--- src/logic/bzw_pkg.sv ---
package bzw_pkg;
	// register indexes; byte address on the bus is four times the index
	localparam logic [15:0] BZW_IDX_BIF    = 16'hF900; // bus_interface_config
	localparam logic [15:0] BZW_IDX_IOZ    = 16'hF902; // io_zone_timing_config
	localparam logic [15:0] BZW_IDX_ZONE0  = 16'hF904; // zone0_timing_config
	localparam logic [15:0] BZW_IDX_STATUS = 16'hF906; // cycle state, read only
	// values after reset
	localparam logic [15:0] BZW_RST_ZCFG   = 16'h069F;
	localparam logic [15:0] BZW_RST_BIF    = 16'h0007;
	// writable bits and bits that read as a fixed one
	localparam logic [15:0] BZW_MASK_IOZ   = 16'h029F;
	localparam logic [15:0] BZW_FIXED_IOZ  = 16'h0400;
	localparam logic [15:0] BZW_MASK_ZONE0 = 16'h0EFF;
	localparam logic [15:0] BZW_MASK_BIF   = 16'h0007;
	// field positions inside a zone configuration word; the early write bit sits in the bus interface word
	localparam int BZW_POS_WAIT = 0;
	localparam int BZW_POS_HOLD = 3;
	localparam int BZW_POS_BW   = 7;
	localparam int BZW_POS_POST = 9;
	localparam int BZW_POS_PRE  = 10;
	localparam int BZW_POS_FAST = 11;
	localparam int BZW_POS_EWR  = 0;
	// address windows of the zones
	localparam logic [15:0] BZW_FLASH_HI = 16'hBFFF;
	localparam logic [15:0] BZW_RAM_LO   = 16'hE000;
	localparam logic [15:0] BZW_RAM_HI   = 16'hE7FF;
	localparam logic [15:0] BZW_EE_LO    = 16'hF000;
	localparam logic [15:0] BZW_EE_HI    = 16'hF27F;
	localparam logic [15:0] BZW_CORE_LO  = 16'hF000;
	localparam logic [7:0]  BZW_IOP_PAGE = 8'hFB;
	// ahb transfer type
	localparam logic [1:0]  BZW_HTRANS_NONSEQ = 2'h2;

	typedef enum logic [2:0] {
		BZW_Z_FLASH = 3'h0,
		BZW_Z_RAM   = 3'h1,
		BZW_Z_EE    = 3'h2,
		BZW_Z_CORE  = 3'h3,
		BZW_Z_IOP   = 3'h4,
		BZW_Z_NONE  = 3'h5
	} bzw_zone_type;

	// gray codes along idle, gap, address, wait, data, hold
	typedef enum logic [2:0] {
		BZW_S_IDLE = 3'b000,
		BZW_S_GAP  = 3'b001,
		BZW_S_ADDR = 3'b011,
		BZW_S_WAIT = 3'b010,
		BZW_S_DATA = 3'b110,
		BZW_S_HOLD = 3'b111
	} bzw_state_type;

	// cpu core request, held until ack
	typedef struct packed {
		logic        valid;
		logic        write;
		logic [15:0] addr;
	} bzw_req_type;

	// cycle control towards memories and peripherals
	typedef struct packed {
		bzw_state_type phase;
		bzw_zone_type  zone;
		logic          write;
		logic          width16;
		logic [15:0]   addr;
	} bzw_mem_type;
endpackage

--- src/logic/bzw_zone_timing.sv ---
`timescale 1ns/100ps
// Operation
// - io zone config word at F902, reset 069F
// - zone-0 config word at F904, reset 069F
// - wait field adds zero to seven waits
// - hold field adds zero to three holds
// - fast read ignores zone-0 wait and hold
// - width bit: 0 eight bit, 1 sixteen
// - post idle before next different-zone cycle
// - zone-0 pre idle before new-zone cycle
// - fast read single clock, else two clocks
// - fast flash read: no waits, no holds
// - normal flash read: 1+wait waits, holds
// - fast-mode flash write: 1+early-write waits, no hold
// - normal flash write: wait+1 or +2, holds
// - static ram: no waits, no holds
// - eeprom: fast bit picks 0 or 1 wait
// - core and peripherals: one wait, no hold
// - port zone timed by io zone config
// - bit 0 selects late or early write
// - waits after address, holds at end
module bzw_zone_timing (
	input  wire logic                 core_clk,
	input  wire logic                 nrst,
	input  wire logic                 ce,
	// ahb-lite register port
	input  wire logic                 hsel,
	input  wire logic [17:0]          haddr,
	input  wire logic [1:0]           htrans,
	input  wire logic                 hwrite,
	input  wire logic [2:0]           hsize,
	input  wire logic [31:0]          hwdata,
	input  wire logic                 hready,
	output logic                      hreadyout,
	output logic                      hresp,
	output logic [31:0]               hrdata,
	// cpu core side
	input  wire bzw_pkg::bzw_req_type req,
	output logic                      ack,
	// memory side
	input  wire logic                 eeprom_fast_access,
	output bzw_pkg::bzw_mem_type      mem
);
	import bzw_pkg::*;

	// configuration registers
	logic [15:0]   ioz_reg;            // io zone timing word
	logic [15:0]   ioz_next;
	logic [15:0]   zone0_reg;          // flash zone timing word
	logic [15:0]   zone0_next;
	logic [15:0]   bif_reg;            // bus interface word, low bits used
	logic [15:0]   bif_next;
	// ahb data phase bookkeeping
	logic          wr_pend_reg;        // a write data phase is due
	logic [15:0]   wr_idx_reg;         // its register index
	logic [31:0]   hrdata_reg;
	// cycle engine
	bzw_state_type state_reg;
	bzw_state_type state_next;
	// four bits: an early write with seven extra waits runs nine wait clocks
	logic [3:0]    cnt_reg;            // remaining waits or holds minus one
	logic [3:0]    cnt_next;
	bzw_zone_type  zone_reg;
	logic          write_reg;
	logic [15:0]   addr_reg;
	logic          width_reg;
	logic          fast_reg;           // single-clock read of this cycle
	logic [3:0]    waits_reg;
	logic [1:0]    holds_reg;
	logic          post_reg;           // post idle armed by the current zone
	bzw_zone_type  prev_zone_reg;
	logic          prev_post_reg;
	logic          have_prev_reg;      // no gap before the very first cycle
	logic          ack_reg;

	// map an address onto its zone; the port page wins over the core range
	function automatic bzw_zone_type zone_of(input logic [15:0] a);
		if (a[15:8] == BZW_IOP_PAGE) begin
			return BZW_Z_IOP;
		end else if (a >= BZW_EE_LO && a <= BZW_EE_HI) begin
			return BZW_Z_EE;
		end else if (a >= BZW_CORE_LO) begin
			return BZW_Z_CORE;
		end else if (a >= BZW_RAM_LO && a <= BZW_RAM_HI) begin
			return BZW_Z_RAM;
		end else if (a <= BZW_FLASH_HI) begin
			return BZW_Z_FLASH;
		end
		return BZW_Z_NONE;
	endfunction

	// wait cycles of an access
	function automatic logic [3:0] waits_of(input bzw_zone_type z, input logic wr,
			input logic [15:0] z0, input logic [15:0] io, input logic early_write_select,
			input logic eef);
		logic [3:0] w0;
		logic [3:0] wi;
		w0 = {1'b0, z0[BZW_POS_WAIT +: 3]};
		wi = {1'b0, io[BZW_POS_WAIT +: 3]};
		unique case (z)
			BZW_Z_FLASH: begin
				if (z0[BZW_POS_FAST]) begin
					return wr ? 4'(1 + early_write_select) : 4'h0;
				end
				return wr ? 4'(w0 + 1 + early_write_select) : 4'(w0 + 1);
			end
			BZW_Z_RAM:  return 4'h0;
			BZW_Z_EE:   return eef ? 4'h0 : 4'h1;
			BZW_Z_CORE: return 4'h1;
			BZW_Z_IOP:  return 4'(wi + 1 + (wr & early_write_select));
			default:    return 4'h0;                  // unmapped space, no stretch
		endcase
	endfunction

	// hold cycles of an access; only flash and port zone ever hold
	function automatic logic [1:0] holds_of(input bzw_zone_type z,
			input logic [15:0] z0, input logic [15:0] io);
		if (z == BZW_Z_FLASH) begin
			return z0[BZW_POS_FAST] ? 2'h0 : z0[BZW_POS_HOLD +: 2];
		end
		if (z == BZW_Z_IOP) begin
			return io[BZW_POS_HOLD +: 2];
		end
		return 2'h0;
	endfunction

	// ---------------- register port ----------------
	wire        addr_phase = hsel & hready & (htrans == BZW_HTRANS_NONSEQ);
	wire [15:0] a_idx      = haddr[17:2];
	wire        wr_ioz     = wr_pend_reg & (wr_idx_reg == BZW_IDX_IOZ);
	wire        wr_zone0   = wr_pend_reg & (wr_idx_reg == BZW_IDX_ZONE0);
	wire        wr_bif     = wr_pend_reg & (wr_idx_reg == BZW_IDX_BIF);
	wire [15:0] wdat       = hwdata[15:0];

	// masked write; reserved bits are cleared, the fixed io zone bit is forced to one
	assign ioz_next   = wr_ioz   ? ((wdat & BZW_MASK_IOZ) | BZW_FIXED_IOZ) : ioz_reg;
	assign zone0_next = wr_zone0 ? (wdat & BZW_MASK_ZONE0) : zone0_reg;
	assign bif_next   = wr_bif   ? (wdat & BZW_MASK_BIF) : bif_reg;

	// read mux uses next values so a read right behind a write sees it
	wire [15:0] status_word = {7'h00, have_prev_reg, 2'h0, zone_reg, state_reg};
	wire [15:0] rd_word =
		(a_idx == BZW_IDX_IOZ)    ? ioz_next   :
		(a_idx == BZW_IDX_ZONE0)  ? zone0_next :
		(a_idx == BZW_IDX_BIF)    ? bif_next   :
		(a_idx == BZW_IDX_STATUS) ? status_word : 16'h0000;

	// zero-wait slave; hsize is not checked since only words are used
	always_ff @(posedge core_clk) begin
		if (!nrst) begin
			ioz_reg     <= BZW_RST_ZCFG;
			zone0_reg   <= BZW_RST_ZCFG;
			bif_reg     <= BZW_RST_BIF;
			wr_pend_reg <= 1'b0;
			wr_idx_reg  <= 16'h0000;
			hrdata_reg  <= 32'h0000_0000;
		end else if (ce) begin
			ioz_reg     <= ioz_next;
			zone0_reg   <= zone0_next;
			bif_reg     <= bif_next;
			wr_pend_reg <= addr_phase & hwrite;
			wr_idx_reg  <= a_idx;
			if (addr_phase & !hwrite) begin
				hrdata_reg <= {16'h0000, rd_word};
			end
		end
	end

	assign hreadyout = 1'b1;
	assign hresp     = 1'b0;
	assign hrdata    = hrdata_reg;

	// ---------------- cycle engine ----------------
	// a request is only taken once the previous ack has gone
	wire          start     = req.valid & !ack_reg;
	bzw_zone_type new_zone;
	assign new_zone = zone_of(req.addr);
	wire          zone_chg  = have_prev_reg & (new_zone != prev_zone_reg);
	wire          pre_req   = (new_zone == BZW_Z_FLASH) & zone0_reg[BZW_POS_PRE];
	// one idle clock covers both the post and the pre gap
	wire          need_gap  = zone_chg & (prev_post_reg | pre_req);
	// snapshot of the timing, taken when the cycle is accepted
	wire [3:0]    new_waits = waits_of(new_zone, req.write, zone0_reg, ioz_reg,
		bif_reg[BZW_POS_EWR], eeprom_fast_access);
	wire [1:0]    new_holds = holds_of(new_zone, zone0_reg, ioz_reg);
	wire          new_fast  = (new_zone == BZW_Z_FLASH) & !req.write
		& zone0_reg[BZW_POS_FAST];
	wire          new_width = (new_zone == BZW_Z_IOP) ? ioz_reg[BZW_POS_BW]
		: zone0_reg[BZW_POS_BW];
	wire          new_post  = (new_zone == BZW_Z_IOP) ? ioz_reg[BZW_POS_POST]
		: zone0_reg[BZW_POS_POST];
	wire          leave_cyc = (state_next == BZW_S_IDLE) & (state_reg != BZW_S_IDLE)
		& (state_reg != BZW_S_GAP);

	// next state: address, then waits, then data, then holds
	always_comb begin
		state_next = state_reg;
		cnt_next   = cnt_reg;
		unique case (state_reg)
			BZW_S_IDLE: begin
				if (start) begin
					state_next = need_gap ? BZW_S_GAP : BZW_S_ADDR;
				end
			end
			BZW_S_GAP: begin
				state_next = BZW_S_ADDR;
			end
			BZW_S_ADDR: begin
				// waits follow the address straight away
				if (waits_reg != 4'h0) begin
					state_next = BZW_S_WAIT;
					cnt_next   = waits_reg - 4'h1;
				end else if (fast_reg) begin
					state_next = BZW_S_IDLE;
				end else begin
					state_next = BZW_S_DATA;
				end
			end
			BZW_S_WAIT: begin
				if (cnt_reg == 4'h0) begin
					state_next = BZW_S_DATA;
				end else begin
					cnt_next = cnt_reg - 4'h1;
				end
			end
			BZW_S_DATA: begin
				// holds stretch the end with data kept on the bus
				if (holds_reg != 2'h0) begin
					state_next = BZW_S_HOLD;
					cnt_next   = {2'b00, holds_reg} - 4'h1;
				end else begin
					state_next = BZW_S_IDLE;
				end
			end
			BZW_S_HOLD: begin
				if (cnt_reg == 4'h0) begin
					state_next = BZW_S_IDLE;
				end else begin
					cnt_next = cnt_reg - 4'h1;
				end
			end
		endcase
	end

	// cycle state and snapshot of its timing
	always_ff @(posedge core_clk) begin
		if (!nrst) begin
			state_reg     <= BZW_S_IDLE;
			cnt_reg       <= 4'h0;
			zone_reg      <= BZW_Z_NONE;
			write_reg     <= 1'b0;
			addr_reg      <= 16'h0000;
			width_reg     <= 1'b1;
			fast_reg      <= 1'b0;
			waits_reg     <= 4'h0;
			holds_reg     <= 2'h0;
			post_reg      <= 1'b0;
			prev_zone_reg <= BZW_Z_NONE;
			prev_post_reg <= 1'b0;
			have_prev_reg <= 1'b0;
			ack_reg       <= 1'b0;
		end else if (ce) begin
			state_reg <= state_next;
			cnt_reg   <= cnt_next;
			ack_reg   <= leave_cyc;
			// config is frozen per cycle, so a register write only counts
			// for cycles accepted after its data phase
			if (state_reg == BZW_S_IDLE && start) begin
				zone_reg  <= new_zone;
				write_reg <= req.write;
				addr_reg  <= req.addr;
				width_reg <= new_width;
				fast_reg  <= new_fast;
				waits_reg <= new_waits;
				holds_reg <= new_holds;
				post_reg  <= new_post;
			end
			// remember the finished cycle for the next zone compare
			if (leave_cyc) begin
				prev_zone_reg <= zone_reg;
				prev_post_reg <= post_reg;
				have_prev_reg <= 1'b1;
			end
		end
	end

	assign ack         = ack_reg;
	assign mem.phase   = state_reg;
	assign mem.zone    = zone_reg;
	assign mem.write   = write_reg;
	assign mem.width16 = width_reg;
	assign mem.addr    = addr_reg;
endmodule

--- config.mk ---
export PLATFORM = sky130hd
export DESIGN_NAME = bzw_zone_timing
export DESIGN_NICKNAME = d
export VERILOG_FILES = /design/src/logic/bzw_pkg.sv /design/src/logic/bzw_zone_timing.sv
export SDC_FILE = /design/constraint.sdc
export NUM_CORES = 1
export LEC_CHECK = 0
export ABC_AREA = 1
export BUFFER_PORTS_ARGS = -buffer_cell sky130_fd_sc_hd__buf_2
export CAP_MARGIN = 20
export CORE_ASPECT_RATIO = 0.5
export CORE_UTILIZATION = 54
export CTS_CLUSTER_DIAMETER = 50
export DETAILED_ROUTE_END_ITERATION = 10
export GPL_TIMING_DRIVEN = 0
export PLACE_DENSITY = 0.82
export SLEW_MARGIN = 40
export SYNTH_ARGS = -nofsm -noshare
export SYNTH_HDL_FRONTEND = slang
export SYNTH_SLANG_ARGS = --single-unit
--- constraint.sdc ---
create_clock -name core_clk -period 2.1 [get_ports core_clk]
set_input_delay 0.315 -clock core_clk [delete_from_list [all_inputs] [get_ports core_clk]]
set_output_delay 0.315 -clock core_clk [all_outputs]
set_load 0.01 [all_outputs]
==> flow_summary.rst <==
.. list-table::
   :header-rows: 1

   * - Metric
     - Value
   * - Final #Nets
     - 1044
   * - Post-DR wirelength/cell
     - 15.45 um
   * - Async SR Flop Fraction
     - 0%
   * - Setup crit start kind
     - flop
   * - DIE AREA
     - 11420 um^2
   * - Max Transition Viols Final
     - 0
   * - Final GP Congestion
     - 0.9179
   * - Number of flops mapped to enable cells by yosys
     - 0
   * - Crit share post-route
     - 90.33%
   * - Unrepaired setup endpoints after global routing
     - false
   * - Number of core rows
     - 26
   * - Total power divided by cell area
     - 820.0 nW/um^2
   * - CTS root buf
     - clkbuf_16
   * - Post-synthesis instance area
     - 5927 um^2
   * - Category of the worst setup path capture point
     - flop
   * - Worst slew margin
     - 52.54%
   * - Initial antenna violation count
     - 0
   * - Data arrival, critical path
     - 2.17 ns
   * - Worst Hold Launch
     - req[5]
   * - Number of standard cells after synthesis
     - 829
   * - Clock latency of the later-clocked register in the worst-skew pair
     - 0.42 ns
   * - Via count of the first global-routing pass
     - 5493
   * - Setup-violating endpoint count in the final report
     - 0
   * - Peak supply drop
     - 0.6023 mV
   * - Synthesis-stage register bit count
     - 123
   * - Overall track demand over capacity in global routing
     - 30.94%
   * - Cell seen most often among critical-path stages
     - inv_2
   * - Layout cell share with drive strength beyond 1
     - 20.21%
   * - Setup skew after layout
     - 0.006425 ns
   * - Number of setup buffers added after CTS
     - 0
   * - Library cells used by synthesis
     - 44
   * - Leakage power
     - 3.470 nW
   * - Sum of net half-perimeters after detailed placement
     - 12.36 mm
   * - Worst slew pin tran
     - 0.7119 ns
   * - Length in cells of the worst reg-to-reg path
     - 7
   * - Total buffers and inverters traversed by the critical path
     - 3
   * - IO buf count
     - 93
   * - # H-tree levels
     - 4
   * - TritonCTS clock tree
     - done
   * - Detailed-route via count
     - 6083
   * - Number of design rule violations left after detail routing
     - 0
   * - Average cell area after synthesis
     - 7.149 um^2
   * - Sequential area share after synthesis
     - 41.55%
   * - Starting DRT DRC Count
     - 584
   * - Endpoint, Worst Hold
     - addr_reg[5]$_SDFFE_PN0P_
   * - Antenna-violating nets left
     - 0
   * - Count of max-cap constraint violations
     - 0
   * - Clock-pin slew reported for the worst setup and hold paths after clock tree synthesis
     - 0.06 ns
   * - Result of the run
     - finished clean
   * - Final global-route overflow total
     - 0
   * - Overall power consumption
     - 5.914 mW
   * - Final Hold Violating Endpoints
     - 0
   * - Ant. Diodes
     - 0
   * - Height of the die
     - 76.08 um
   * - Setup CP Type
     - flop to flop
   * - IO Count
     - 139
   * - Slowest cell on the critical path
     - nor3_4
   * - 1st-pass router iterations
     - 5
   * - WP data required
     - 2.37 ns
   * - Area of all sequential standard cells
     - 2462 um^2
   * - Capturing point of the worst reg2reg path
     - fast_reg$_SDFFE_PN0P_
   * - Category of cells accounting for the largest share of critical-path delay
     - simple AND/OR/NAND/NOR gates
   * - Maximum net fanout on the critical path
     - 10
   * - Reg-to-reg startpoint
     - state_reg[2]$_SDFFE_PN0P_
   * - Yosys warns
     - 0
   * - Die width
     - 150.2 um
   * - Clock sink total
     - 123
   * - Growth of design area from synthesis to finish
     - 21.70%
   * - Worst reg2reg setup slack
     - 0.20 ns
   * - Pin count of the biggest net entering global routing
     - 17
   * - Number of hold-repair buffers added at the cts stage
     - 0
   * - Footprint of the multi-input gates
     - 2879 um^2
   * - Starting density of the core
     - 56.76%
   * - CTS resizes
     - 0
   * - Cell count after placement
     - 1078
   * - TNS Setup
     - 0 ns
   * - Class of the tightest hold or removal check
     - input port to flop
   * - Hold Path Depth
     - 3
   * - Most used flip-flop cell after synthesis
     - dfxtp_1
   * - Longest Clk Path Bufs
     - 2
   * - TritonCTS Buffers
     - 17
   * - Final critical-path required period
     - 1.897 ns
   * - Fill cell count
     - 901
   * - Overall routed net length
     - 17.15 mm
   * - Fmax
     - 527.2 MHz
   * - Via-to-Cell Ratio
     - 5.480
   * - Critical Path, Cell by Cell
     - inv_2 > nand3_1 > nor3_4 > inv_2 > clkbuf_1 > nand2_1 > a21oi_1
   * - CORE AREA
     - 10440 um^2
   * - First-pass GRT wire length
     - 27.23 mm
   * - Non-filler instance count after layout
     - 1110
   * - Maximum single-stage delay on the critical path
     - 0.39 ns
-- metal layers --
layer  part of all wire, %  GRT usage [%]  up-vias
met4                   1.7          10.91        0
met3                    10          7.545       31
met2                    43          47.45      306
met5                     0              0        -
li1                      -              -     2952
met1                    45          42.20     2794
-- layout by cell type (no fill, tap or decap), types with 4 or more instances in the layout --
cell type     n
clkinvlp_4    5
o21ai_0      66
nand4_1      13
nor2_2        6
ha_1          7
nand3_1      58
nor2_1      110
clkinv_2      4
dfxtp_1     123
buf_4        23
inv_1        81
conb_1       18
clkbuf_1     25
nand2_1     154
o211ai_1     30
xor2_1        4
o21ai_2       5
nor3_1        5
buf_2       101
a21oi_1      44
inv_2         8
a31oi_1      14
clkbuf_16    17
nand2_2       6
-- power by group --
group / internal [mW] / total [mW] / leakage (nW) / switching, mW
clock network: 1.69 / 2.80 / 0.268 / 1.11
logic: 0.227 / 0.639 / 2.20 / 0.412
registers: 2.42 / 2.47 / 1.00 / 0.0554
-- worst max path at each step --
| stage | to | start | cells after the start |
|---|---|---|---|
| after floorplan | cnt_reg[1]$_SDFFE_PN0P_ | state_reg[1]$_SDFFE_PN0P_ | 11 |
| after global placement | hrdata[5]$_SDFFE_PN0P_ | htrans[1] | 11 |
| after detailed placement | hrdata[5]$_SDFFE_PN0P_ | htrans[1] | 11 |
| after CTS | zone_reg[2]$_SDFFE_PN1P_ | ack$_SDFFE_PN0P_ | 7 |
| after global routing | cnt_reg[1]$_SDFFE_PN0P_ | state_reg[1]$_SDFFE_PN0P_ | 11 |
| final | fast_reg$_SDFFE_PN0P_ | state_reg[2]$_SDFFE_PN0P_ | 7 |
-- Yosys cell counts, types with 2 or more instances --
cell type | instances | area share (%)
a211oi_1 | 3 | 0.38
a21oi_1 | 44 | 3.7
a31oi_1 | 14 | 1.5
a41oi_1 | 3 | 0.44
buf_2 | 8 | 0.68
buf_4 | 23 | 2.9
clkbuf_1 | 25 | 1.6
conb_1 | 2 | 0.13
dfxtp_1 | 123 | 42
ha_1 | 7 | 1.5
inv_1 | 81 | 5.1
inv_2 | 8 | 0.51
nand2_1 | 154 | 9.8
nand2_2 | 6 | 0.63
nand3_1 | 58 | 4.9
nand3_2 | 3 | 0.51
nand4_1 | 13 | 1.4
nor2_1 | 111 | 7.0
nor2_2 | 5 | 0.53
nor2_4 | 2 | 0.38
nor3_1 | 5 | 0.42
nor3_2 | 5 | 0.84
o211ai_1 | 30 | 3.8
o21ai_0 | 66 | 5.6
o21ai_1 | 3 | 0.25
o21ai_2 | 5 | 0.74
o31ai_1 | 2 | 0.25
xor2_1 | 4 | 0.59
-- area by class of cell --
class	count	share of cell area (%)
Inverter	90	4.701
Buffer	58	4.458
Clock inverter	13	1.631
Multi-Input combinational cell	574	39.91
Timing Repair Buffer	93	6.453
Tap cell	140	2.428
Sequential cell	123	34.14
Clock buffer	19	6.279
-- logic make-up after synthesis --
kind of cell	Yosys count	synth area share [%]
muxes	1	0.1689
and+or+nand+nor	369	27.57
AOI/OAI and AO/OA	174	17.23
buffers and inverters	148	11.15
adders and majority gates	7	1.478
DFF	123	41.55
xor gates and xnor gates	5	0.7388
other	2	0.1267
-- worst register-to-register path, stage by stage (launching register included) --
cell      delay [ns]
dfxtp_1         0.38
inv_2           0.17
nand3_1         0.18
nor3_4          0.39
inv_2           0.15
clkbuf_1        0.28
nand2_1         0.13
a21oi_1         0.07
-- per-stage QoR --
stage / setup WS, ns / util (%) / hold WS [ns] / instance area [um^2]
6_report: 0.2031 / 69.08 / 0.1186 / 7213
5_1_grt: 0.006676 / 69.08 / 0.1196 / 7213
4_1_cts: 0.1612 / 68.93 / 0.1152 / 7198
3_5_place_dp: 0.07519 / 63.47 / 0.4180 / 6628
3_3_place_gp: 0.1431 / 63.47 / 0.4152 / 6628
2_1_floorplan: 0.4131 / - / 0.4083 / 5987
(Power assumes the default switching activity.)
